<file path="src/logic/system_clock_control_map.svh">
// Register map, field positions and timing counts of the system clock control
`ifndef SYSTEM_CLOCK_CONTROL_MAP_SVH
`define SYSTEM_CLOCK_CONTROL_MAP_SVH
`define CLKDIV_CTRL_ADDR 8'h96
`define KEY_ADDR 8'hff
`define KEY_FIRST 8'haa
`define KEY_SECOND 8'h55
`define KEY_ARM_CYCLES 2'h3
`define KEY_OPEN_CYCLES 2'h3
`define CLKDIV_CTRL_RESET 8'h00
`define IRQ_MASK_BIT 7
`define UNLOCK_BIT 6
`define TOUCH_BIT 5
`define TEST_BIT 4
`define WARM_MAX 2'h0
`define WARM_XTAL_0 12'h800
`define WARM_XTAL_1 12'h400
`define WARM_XTAL_2 12'h100
`define WARM_XTAL_3 12'h040
`define WARM_RC_0 12'h400
`define WARM_RC_1 12'h100
`define WARM_RC_2 12'h040
`define WARM_RC_3 12'h008
`define WARM_EXT_0 12'h040
`define WARM_EXT_1 12'h008
`define WARM_EXT_2 12'h000
`define WARM_EXT_3 12'h000
`endif

</file>
<file path="src/logic/system_clock_control_pkg.sv">
// Types shared by the system clock control
package system_clock_control_pkg;

    typedef enum logic [1:0] {
        SRC_CRYSTAL = 2'h0,
        SRC_CERAMIC = 2'h1,
        SRC_RC = 2'h2,
        SRC_EXTERNAL = 2'h3
    } clk_src_e;

    typedef enum logic [1:0] {
        KEY_IDLE = 2'h0,
        KEY_ARMED = 2'h1,
        KEY_OPEN = 2'h2
    } key_state_e;

    typedef struct packed {
        key_state_e key_state;
        logic [1:0] key_cnt;
        logic [7:0] ctrl;
        logic [9:0] ratio;
        logic [8:0] div_cnt;
        logic osc_prev;
        logic sys_level;
        logic sys_tick;
        logic cpu_tick;
        logic per_tick;
        logic warm_busy;
        logic [11:0] warm_cnt;
        logic stop_prev;
        logic pin_out;
        logic slow_clk;
        logic [7:0] rdata;
    } clk_state_s;

endpackage : system_clock_control_pkg

</file>
<file path="src/logic/system_clock_control.sv">
// System clock source select, prescaler, gating and protected divider register
`timescale 1ns/1ps
`include "system_clock_control_map.svh"

module system_clock_control (
    // Clock and reset
    input wire logic clk,
    input wire logic nrst,
    // Special function register access
    input wire logic [7:0] sfr_addr,
    input wire logic [7:0] sfr_wdata,
    input wire logic sfr_we,
    input wire logic sfr_re,
    output logic [7:0] sfr_rdata,
    // Configuration words
    input wire logic [1:0] cfg_clk_src,
    input wire logic cfg_warm_valid,
    input wire logic [1:0] cfg_warm,
    input wire logic cfg_clkout_en,
    input wire logic cfg_wdt_valid,
    // Oscillator levels
    input wire logic xtal_osc,
    input wire logic rc_osc,
    input wire logic oscillator_input_pin,
    input wire logic sub_oscillator_clock,
    // Power modes
    input wire logic idle_mode,
    input wire logic stop_mode,
    input wire logic sleep_mode,
    input wire logic eeprom_busy,
    input wire logic watchdog_enable_bit,
    // Derived clocks
    output logic sys_clk,
    output logic sys_clk_tick,
    output logic cpu_clk_tick,
    output logic per_clk_tick,
    output logic osc_ready,
    output logic slow_clk,
    // Oscillator controls
    output logic xtal_osc_run,
    output logic rc_osc_run,
    output logic sub_osc_run,
    output logic oscillator_output_pin_release,
    // Clock output pin
    output logic clock_output_port_pin_out,
    output logic clock_output_port_pin_oe_n,
    // Control outputs
    output logic touch_key_detection,
    output logic irq_mask
);

    system_clock_control_pkg::clk_state_s s;
    system_clock_control_pkg::clk_state_s next_s;

    logic sel_osc;
    logic osc_rise;
    logic win_open;
    logic key_wr;
    logic ctrl_wr;
    logic deep_sleep;
    logic div_wrap;
    logic [11:0] warm_need;
    logic [1:0] warm_code;

    function automatic logic [9:0] ratio_of(input logic [3:0] code);
        case (code)
            4'h0: ratio_of = 10'h001;
            4'h1: ratio_of = 10'h002;
            4'h2: ratio_of = 10'h003;
            4'h3: ratio_of = 10'h004;
            4'h4: ratio_of = 10'h006;
            4'h5: ratio_of = 10'h008;
            4'h6: ratio_of = 10'h00c;
            4'h7: ratio_of = 10'h010;
            4'h8: ratio_of = 10'h018;
            4'h9: ratio_of = 10'h020;
            4'ha: ratio_of = 10'h030;
            4'hb: ratio_of = 10'h040;
            4'hc: ratio_of = 10'h060;
            4'hd: ratio_of = 10'h080;
            4'he: ratio_of = 10'h100;
            default: ratio_of = 10'h200;
        endcase
    endfunction : ratio_of

    function automatic logic [11:0] warm_of(input logic [1:0] src, input logic [1:0] code);
        logic [47:0] row;
        row = {`WARM_XTAL_3, `WARM_XTAL_2, `WARM_XTAL_1, `WARM_XTAL_0};
        if (src == system_clock_control_pkg::SRC_RC) begin
            row = {`WARM_RC_3, `WARM_RC_2, `WARM_RC_1, `WARM_RC_0};
        end else if (src == system_clock_control_pkg::SRC_EXTERNAL) begin
            row = {`WARM_EXT_3, `WARM_EXT_2, `WARM_EXT_1, `WARM_EXT_0};
        end
        warm_of = row[code*12 +: 12];
    endfunction : warm_of

    // Source select and oscillator enables
    always_comb begin
        case (cfg_clk_src)
            system_clock_control_pkg::SRC_RC: sel_osc = rc_osc;
            system_clock_control_pkg::SRC_EXTERNAL: sel_osc = oscillator_input_pin;
            default: sel_osc = xtal_osc;
        endcase
    end

    assign deep_sleep = stop_mode | sleep_mode;
    assign osc_rise = sel_osc & ~s.osc_prev;
    assign xtal_osc_run = ~cfg_clk_src[1] & ~deep_sleep;
    // EEPROM writes are timed by the RC oscillator, so it outlives stop
    assign rc_osc_run = ((cfg_clk_src == system_clock_control_pkg::SRC_RC) & ~deep_sleep)
                        | eeprom_busy;
    assign sub_osc_run = ~stop_mode | (cfg_wdt_valid & watchdog_enable_bit);
    assign oscillator_output_pin_release =
        cfg_clk_src == system_clock_control_pkg::SRC_EXTERNAL;

    // Unconfigured warm-up falls back to the longest setting
    assign warm_code = cfg_warm_valid ? cfg_warm : `WARM_MAX;
    assign warm_need = warm_of(cfg_clk_src, warm_code);

    assign key_wr = sfr_we & (sfr_addr == `KEY_ADDR);
    assign ctrl_wr = sfr_we & (sfr_addr == `CLKDIV_CTRL_ADDR);
    assign win_open = s.key_state == system_clock_control_pkg::KEY_OPEN;
    assign div_wrap = osc_rise & ~s.warm_busy & ({1'b0, s.div_cnt} == s.ratio - 10'h001);

    always_comb begin
        next_s = s;
        next_s.osc_prev = sel_osc;
        next_s.stop_prev = stop_mode;
        next_s.sys_tick = 1'b0;
        next_s.cpu_tick = 1'b0;
        next_s.per_tick = 1'b0;
        next_s.slow_clk = sub_oscillator_clock & sub_osc_run;

        // Unlock sequence; key writes while open are ignored
        case (s.key_state)
            system_clock_control_pkg::KEY_IDLE: begin
                if (key_wr && sfr_wdata == `KEY_FIRST) begin
                    next_s.key_state = system_clock_control_pkg::KEY_ARMED;
                    next_s.key_cnt = 2'h0;
                end
            end
            system_clock_control_pkg::KEY_ARMED: begin
                if (key_wr && sfr_wdata == `KEY_SECOND) begin
                    next_s.key_state = system_clock_control_pkg::KEY_OPEN;
                    next_s.key_cnt = 2'h0;
                end else if (key_wr && sfr_wdata == `KEY_FIRST) begin
                    next_s.key_cnt = 2'h0;
                end else if (key_wr || s.key_cnt == `KEY_ARM_CYCLES - 2'h1) begin
                    next_s.key_state = system_clock_control_pkg::KEY_IDLE;
                end else begin
                    next_s.key_cnt = s.key_cnt + 2'h1;
                end
            end
            system_clock_control_pkg::KEY_OPEN: begin
                if (s.key_cnt == `KEY_OPEN_CYCLES - 2'h1) begin
                    next_s.key_state = system_clock_control_pkg::KEY_IDLE;
                end else begin
                    next_s.key_cnt = s.key_cnt + 2'h1;
                end
            end
            default: begin
                next_s.key_state = system_clock_control_pkg::KEY_IDLE;
            end
        endcase

        // Protected divider register
        if (ctrl_wr && win_open) begin
            next_s.ctrl[`IRQ_MASK_BIT] = sfr_wdata[`IRQ_MASK_BIT];
            next_s.ctrl[`UNLOCK_BIT] = sfr_wdata[`UNLOCK_BIT];
            next_s.ctrl[3:0] = sfr_wdata[3:0];
            // Touch and test bits take the write only if the unlock bit was already set; software keeps test at zero
            if (s.ctrl[`UNLOCK_BIT]) begin
                next_s.ctrl[`TOUCH_BIT] = sfr_wdata[`TOUCH_BIT];
                next_s.ctrl[`TEST_BIT] = sfr_wdata[`TEST_BIT];
            end
        end

        next_s.rdata = 8'h00;
        if (sfr_re && sfr_addr == `CLKDIV_CTRL_ADDR) begin
            next_s.rdata = s.ctrl;
        end

        // Warm-up after reset or stop wake-up, counted in oscillator edges
        if (s.stop_prev && !stop_mode) begin
            next_s.warm_busy = 1'b1;
            next_s.warm_cnt = 12'h000;
        end else if (s.warm_busy) begin
            if (s.warm_cnt >= warm_need) begin
                next_s.warm_busy = 1'b0;
                next_s.div_cnt = 9'h000;
                next_s.ratio = ratio_of(s.ctrl[3:0]);
            end else if (osc_rise) begin
                next_s.warm_cnt = s.warm_cnt + 12'h001;
            end
        end

        // Prescaler; the new ratio is taken only at a period boundary
        if (div_wrap) begin
            next_s.div_cnt = 9'h000;
            next_s.ratio = ratio_of(s.ctrl[3:0]);
            next_s.sys_tick = 1'b1;
            next_s.cpu_tick = ~(idle_mode | deep_sleep);
            next_s.per_tick = ~deep_sleep;
        end else if (osc_rise && !s.warm_busy) begin
            next_s.div_cnt = s.div_cnt + 9'h001;
        end

        // Divide by one passes the source level straight through
        if (next_s.ratio == 10'h001) begin
            next_s.sys_level = sel_osc & ~s.warm_busy;
        end else begin
            next_s.sys_level = ~s.warm_busy
                & ({1'b0, next_s.div_cnt} < {1'b0, next_s.ratio[9:1]});
        end
        next_s.pin_out = stop_mode ? 1'b1 : next_s.sys_level;
    end

    always_ff @(posedge clk) begin
        if (!nrst) begin
            s <= '{
                key_state: system_clock_control_pkg::KEY_IDLE,
                key_cnt: 2'h0,
                ctrl: `CLKDIV_CTRL_RESET,
                ratio: 10'h001,
                div_cnt: 9'h000,
                osc_prev: 1'b0,
                sys_level: 1'b0,
                sys_tick: 1'b0,
                cpu_tick: 1'b0,
                per_tick: 1'b0,
                warm_busy: 1'b1,
                warm_cnt: 12'h000,
                stop_prev: 1'b0,
                pin_out: 1'b1,
                slow_clk: 1'b0,
                rdata: 8'h00
            };
        end else begin
            s <= next_s;
        end
    end

    assign sfr_rdata = s.rdata;
    assign sys_clk = s.sys_level;
    assign sys_clk_tick = s.sys_tick;
    assign cpu_clk_tick = s.cpu_tick;
    assign per_clk_tick = s.per_tick;
    assign osc_ready = ~s.warm_busy;
    assign slow_clk = s.slow_clk;
    assign clock_output_port_pin_out = s.pin_out;
    assign clock_output_port_pin_oe_n = ~cfg_clkout_en;
    assign touch_key_detection = s.ctrl[`TOUCH_BIT];
    assign irq_mask = s.ctrl[`IRQ_MASK_BIT] & win_open;
endmodule : system_clock_control

</file>
<file path="config.mk">
export PLATFORM = sky130hd
export DESIGN_NAME = system_clock_control
export DESIGN_NICKNAME = d
export VERILOG_FILES = /design/src/logic/system_clock_control_pkg.sv /design/src/logic/system_clock_control.sv
export VERILOG_INCLUDE_DIRS = /design/src /design/src/logic
export SDC_FILE = /design/constraint.sdc
export NUM_CORES = 1
export LEC_CHECK = 0
export BUFFER_PORTS_ARGS = -buffer_cell sky130_fd_sc_hd__buf_4
export CORE_ASPECT_RATIO = 1.1
export CORE_MARGIN = 3
export CORE_UTILIZATION = 50
export CTS_CLUSTER_DIAMETER = 60
export DETAILED_ROUTE_END_ITERATION = 10
export PLACE_DENSITY = 0.72
export SLEW_MARGIN = 10
export SYNTH_ARGS = -nofsm -noshare
export SYNTH_HDL_FRONTEND = slang
export SYNTH_SLANG_ARGS = --single-unit
</file>
<file path="constraint.sdc">
create_clock -name clk -period 5.1 [get_ports clk]
set_input_delay 0.765 -clock clk [delete_from_list [all_inputs] [get_ports clk]]
set_output_delay 0.765 -clock clk [all_outputs]
set_load 0.01 [all_outputs]
</file>
Word level (Yosys, flattened, before mapping). Memory sizes are Yosys's and may differ from the RTL's. A register that Yosys moved wholly into a read port is not among the register bits. Index checks and enable logic that the tools add are counted.

Register bits: 60. Memory bits (read-only): 320. Input port bits: 36. Output and inout bits: 22. Word-level logic and storage cells: 118. Memories kept: 2.

Memory list: (name not given) (depth 16, bits a word 10, rd ports 1, clocked after memory_dff 1, wr ports 0, RTL line system_clock_control.sv:66) `case (code)`; (name not given) (depth 16, bits a word 10, rd ports 1, clocked after memory_dff 1, wr ports 0, RTL line system_clock_control.sv:66).

$add $sub $neg: 4. Multiply operators: 1. Order comparisons: 2. Eq/ne operators: 17. Shifts and indexed selects: 1. Muxes and demuxes: 30. Bitwise gates (word level): 25. Reduce and logical (&&, ||, !) cells: 19.

Operators with widths (number): $mux 43 (2); $mux 19 (3); $shiftx 48x7->12 (1); $eq 8x8->1 const B (3); $mux 12 (2); $mux 4 (6); $mux 9 (2); $mux 2 (7); $mux 13 (1); $add 12x1->12 const B (1); $and 1x1->1 (12); $ge 12x12->1 (1); $pmux 2 s3 (2); $eq 10x1->1 const B (1); $eq 9x10->1 (1); $mux 10 (1); $sub 10x1->10 const B (1); $add 9x1->9 const B (1); $lt 9x9->1 (1); $not 1->1 (9); $eq 2x2->1 const B (4); $eq 8x7->1 const B (1); $reduce_and 4->1 (2); $logic_and 1x1->1 (6); 18 further kinds (28).

Logic depth before layout (Yosys ltp).
Depth after elaboration: 13. Depth in mapped cells: 20. Gate-level depth less buffers: 20.

Least setup slack after synthesis. Ideal clock, no wire load.

Path kind: input to register. Start point: input port cfg_clk_src[1]. End point: register s (netlist bit sys_clk). Setup time: 0.078 ns. Arrival time: 4.257 ns. Data required time: 5.022 ns. Slack: 0.765 ns. Stages on the path: 20. Buffers on the path: 2. Path through: clkbuf_1 -> and2b_1 -> and3b_1 -> o21ai_0 -> ha_1 -> nand4b_1 -> a21oi_1 -> a211oi_1 -> nor2_1 -> a21o_4 -> buf_12 -> mux2i_1 -> ha_1 -> a21o_1 -> a21o_1 -> a211oi_1 -> a311oi_1 -> a211oi_1 -> a221oi_2 -> nor3_1.

Cells in the longest elaborated chain, start to end: 13. Elaborated cells on any way between the ends: 22. Those cells by class: order compare (2); eq/ne (3); shift (1); mux (10); bitwise (5); reduce/logical (1).

Ends and longest elaborated chain: start, declared (RTL line system_clock_control.sv:16) `input wire logic [1:0] cfg_clk_src,`; $eq 2x2->1 (RTL line system_clock_control.sv:91, system_clock_control.sv:99); $mux 43 (RTL line system_clock_control.sv:91) `end else if (src == system_clock_control_pkg::SRC_EXTERNAL) begin`; $mux 43 (RTL line system_clock_control.sv:89) `if (src == system_clock_control_pkg::SRC_RC) begin`; $shiftx 48x7->12 (RTL line system_clock_control.sv:94) `warm_of = row[code*12 +: 12];`; $ge 12x12->1 (RTL line system_clock_control.sv:188) `if (s.warm_cnt >= warm_need) begin`; $mux 19 (RTL line system_clock_control.sv:188); $mux 19 (RTL line system_clock_control.sv:187) `end else if (s.warm_busy) begin`; $mux 19 (RTL line system_clock_control.sv:184) `if (s.stop_prev && !stop_mode) begin`; $mux 9 (RTL line system_clock_control.sv:204) `end else if (osc_rise && !s.warm_busy) begin`; $mux 9 (RTL line system_clock_control.sv:198) `if (div_wrap) begin`; $lt 9x9->1 (RTL line system_clock_control.sv:213) `& ({1'b0, next_s.div_cnt} < {1'b0, next_s.ratio[9:1]});`; $and 1x1->1 (RTL line system_clock_control.sv:213); $mux 1 (*) (RTL line system_clock_control.sv:209) `if (next_s.ratio == 10'h001) begin`; end signal, assigned (RTL line system_clock_control.sv:220) `s <= '{`; end signal, assigned (RTL line system_clock_control.sv:239) `s <= next_s;`; end, declared (RTL line system_clock_control.sv:52) `system_clock_control_pkg::clk_state_s s;`.

Every way passes the cells marked *; elsewhere a longest branch is shown, timed or not. A chain may end at the register's enable or synchronous reset.

Worst setup path in the final report.
Start point: register s[38] (netlist bit). End point: register s (netlist bit sys_clk).

Cells in the longest elaborated chain, start to end: 7. Elaborated cells on any way between the ends: 12. Those cells by class: add/sub (1); order compare (1); eq/ne (2); mux (6); bitwise (2).

Ends and longest elaborated chain: $sub 10x1->10 (RTL line system_clock_control.sv:123) `assign div_wrap = osc_rise & ~s.warm_busy & ({1'b0, s.div_cnt} == s.ratio - 10'h001);`; $eq 9x10->1 (RTL line system_clock_control.sv:123); $and 1x1->1 (RTL line system_clock_control.sv:123); $mux 9 / $mux 10 (equally long branches) (RTL line system_clock_control.sv:198); $lt 9x9->1 (RTL line system_clock_control.sv:213); $and 1x1->1 (RTL line system_clock_control.sv:213); $mux 1 (*) (RTL line system_clock_control.sv:209).

Marked as above.

==> results.md <==
- Post-DP HPWL: 6.49 mm
- Outcome: complete, no violations
- N_diodes: 0
- CP Launch Type: flop
- FMAX: 226 MHz
- Largest stage delay on the critical path: between 0.5 and 0.6 ns
- Port Buf Inserts: 57
- Worst Hold Launch: s[51]$_SDFFE_PN0P_
- Initial antenna violation count: 0
- Largest net degree at the start of global routing: 33
- Hold WC Path Type: flop to flop
- Cell Area, Synth: a little under 4000 µm²
- Placed insts: approximately 580
- Sum of negative setup slack: 0 ns
- YS warnings: 0
- Register-to-Register Path Depth: 15
- Pwr per Cell Area: between 200 and 300 nW/µm²
- Reg2reg end: sys_clk$_SDFF_PN0_
- Core Util, Final: 62.0%
- DRT Pass-1 Iters: 4
- Iter 0 DRT Violations: 128
- Number of setup buffers added after CTS: 0
- Core area: about 7200 µm²
- CTS Buffer Depth: 2
- Layout Cells excl Fill: roughly 590
- CP max-delay cell: dfxtp_1
- Clock transition at path regs: around 0.07 ns
- Final min period: 4.43 ns
- Worst-Skew Late Latency: ~0.35 ns
- Post-synthesis sequential area ratio: between 30 and 40%
- Vias: 3214
- Nets: roughly 550
- Final WL: ~8.3 mm
- Leading area contributor after synthesis: dfxtp_1
- Mean Syn Cell Area: 8.73 µm²
- CTS Buf Count: 9
- Post-Syn Instances: roughly 440
- Syn_nets: 501
- Slew margin rel.: 53.6%
- Worst slew pin tran: just under 0.7 ns
- DP Area: around 4300 µm²
- Startpoint of the worst-slack reg-to-reg timing path: s[38]$_SDFF_PN1_
- Cts repair resizes: 0
- CTS root buf: clkbuf_8
- Total power: about 1.2 mW
- Post-synth top area share: between 30% and 40%
- Vias in the first global route: ~3300
- Hold Slack: ~0.47 ns
- Netlist cell types: 67
- RD Place Congestion: around 0.9
- H-tree levels: 3
- Worst-case vdd ir drop: roughly 0.16 mV
- WP buf/inv: 1
- Post-synth EDFFs: 0
- CTS Hold Bufs: 0
- Final Hold Viols: 0
- Filler Cells Inserted: around 640
- Gr usage total: 20.4%
- Synth top area cells: dfxtp_1 36%, ha_1 7.8%, nor2_1 5.0%
- Place WS: 0.296 ns
- Top FF cell, synth: dfxtp_1
- Clock sink count: 70
- DRT antenna net count: 0
- Leak Pwr: 1.79 nW
- Avg WL per Cell: approximately 14 µm
- Setup Skew: roughly 0.0055 ns
- Die X: about 90 µm
- Synth Register Bits: 70
- CP dominant cell by count: a211oi_1
- Worst EP arrival: about 4.7 ns
- CP Class: flop to flop
- Residual DRC: 0
- Required @ worst endpoint: 5.37 ns
- Hold depth: 1
- Vias/cell: 5.41
- Final Max Tran Viols: 0
- Die Y: ~98 µm
- CTS tree: done
- Async S/R FF share, synth: 0%
- Delay-heaviest family, CP: compound AO/OA/AOI/OAI gates
- RSZ-0062 raised after global routing: false
- Final Setup Violations: 0
- Share of layout cells above drive strength 1: between 10% and 20%
- CP cell instances: inv_1 > ha_1 > nand4b_1 > a211oi_1 > o32a_1 > a21o_4 > mux2i_1 > ha_1 > a21o_1 > a21o_1 > a211oi_1 > a311oi_1 > a211oi_1 > a221oi_2 > nor3_1
- Crit. End Element: flop
- Core Rows: 32
- Ports: 58
- Worst setup margin: 0.671 ns
- Global-route wire length before repair: approximately 14 mm
- Hold Path End: sfr_rdata[3]$_SDFF_PN0_
- GRT overflow: 0
- Die Area: around 9000 µm²
- FF-to-FF setup slack: between 0.6 and 0.7 ns
- CP max FO: 23
- Max-cap violation count: 0
- Initial Utilization: a little over half
- Final Cycle Share: 86.9%
- Area delta synth->final: 16.6%
- Finished Cell Area: 4490 µm²
==> area by class of cell <==
| cell class | instances | area [µm²] | area share [%] |
|---|---|---|---|
| Clock inverter | 6 | 86.3 | 1.92 |
| Multi-Input combinational cell | 328 | 2240 | 49.8 |
| Inverter | 20 | 75.1 | 1.67 |
| Tap cell | 102 | 128 | 2.84 |
| Clock buffer | 10 | 128 | 2.84 |
| Sequential cell | 70 | 1400 | 31.2 |
| Timing Repair Buffer | 58 | 435 | 9.70 |
==> layout by cell type (no fill, tap or decap), types with 3 or more instances in the layout <==
master and instances:
dfxtp_1 70, buf_4 58, nor2_1 51, nand2_1 30, ha_1 24, nor3_1 20
inv_1 19, mux2i_1 18, o21ai_0 16, xnor2_1 15, a21oi_1 15, nand3_1 15
nand4_1 13, and2_1 12, xor2_1 10, clkbuf_8 9, nor4_1 7, a211oi_1 6
nand2b_1 5, and3_1 5, nor3b_1 4, nand4b_1 4, or3_1 4, o21ai_1 4
a21o_1 4, or4_1 3
==> layer usage <==
metal / up-vias / GRT usage (%) / part of all wire (%)
met1: 1486 / 24.5 / 44
li1: 1662 / - / -
met5: - / 0 / 0
met2: 52 / 34.5 / 51
met3: 14 / 4.22 / 3.4
met4: 0 / 8.13 / 1.6
==> power breakdown <==
group | internal (mW) | switching (mW)
combinational | 0.0673 | 0.0810
sequential | 0.553 | 0.00810
clock | 0.274 | 0.206
==> synth_stat cells, types with 5 or more instances <==
library cell,instances
dfxtp_1,70
nor2_1,51
nand2_1,30
ha_1,24
nor3_1,20
inv_1,19
mux2i_1,18
o21ai_0,16
a21oi_1,15
nand3_1,15
xnor2_1,15
nand4_1,13
and2_1,12
xor2_1,10
clkbuf_1,9
buf_4,8
nor4_1,7
a211oi_1,6
and3_1,5
nand2b_1,5
==> logic make-up after synthesis <==
kind of cell               after synthesis  synth area share (%)
muxes                                   20                  5.33
DFF                                     70                  36.4
adders and majority gates               24                  7.80
xor gates and xnor gates                25                  5.69
AOI/OAI and AO/OA                       63                  11.6
buffers and inverters                   43                  5.52
and+or+nand+nor                        196                  27.7
==> how the worst max path moves through the flow <==
| stage | startpoint | cells after the start | slack, ns | endpoint |
|---|---|---|---|---|
| final | s[38]$_SDFF_PN1_ | 15 | 0.67 | sys_clk$_SDFF_PN0_ |
| after CTS | cfg_clk_src[0] | 19 | 0.68 | sys_clk$_SDFF_PN0_ |
| after global routing | cfg_warm[0] | 20 | 0.32 | sys_clk$_SDFF_PN0_ |
| after detailed placement | cfg_clk_src[0] | 19 | 0.30 | sys_clk$_SDFF_PN0_ |
| after floorplan | cfg_clk_src[1] | 20 | 0.76 | sys_clk$_SDFF_PN0_ |
| after global placement | cfg_warm[0] | 20 | 0.46 | sys_clk$_SDFF_PN0_ |
Power figures use the tool's default switching activity.
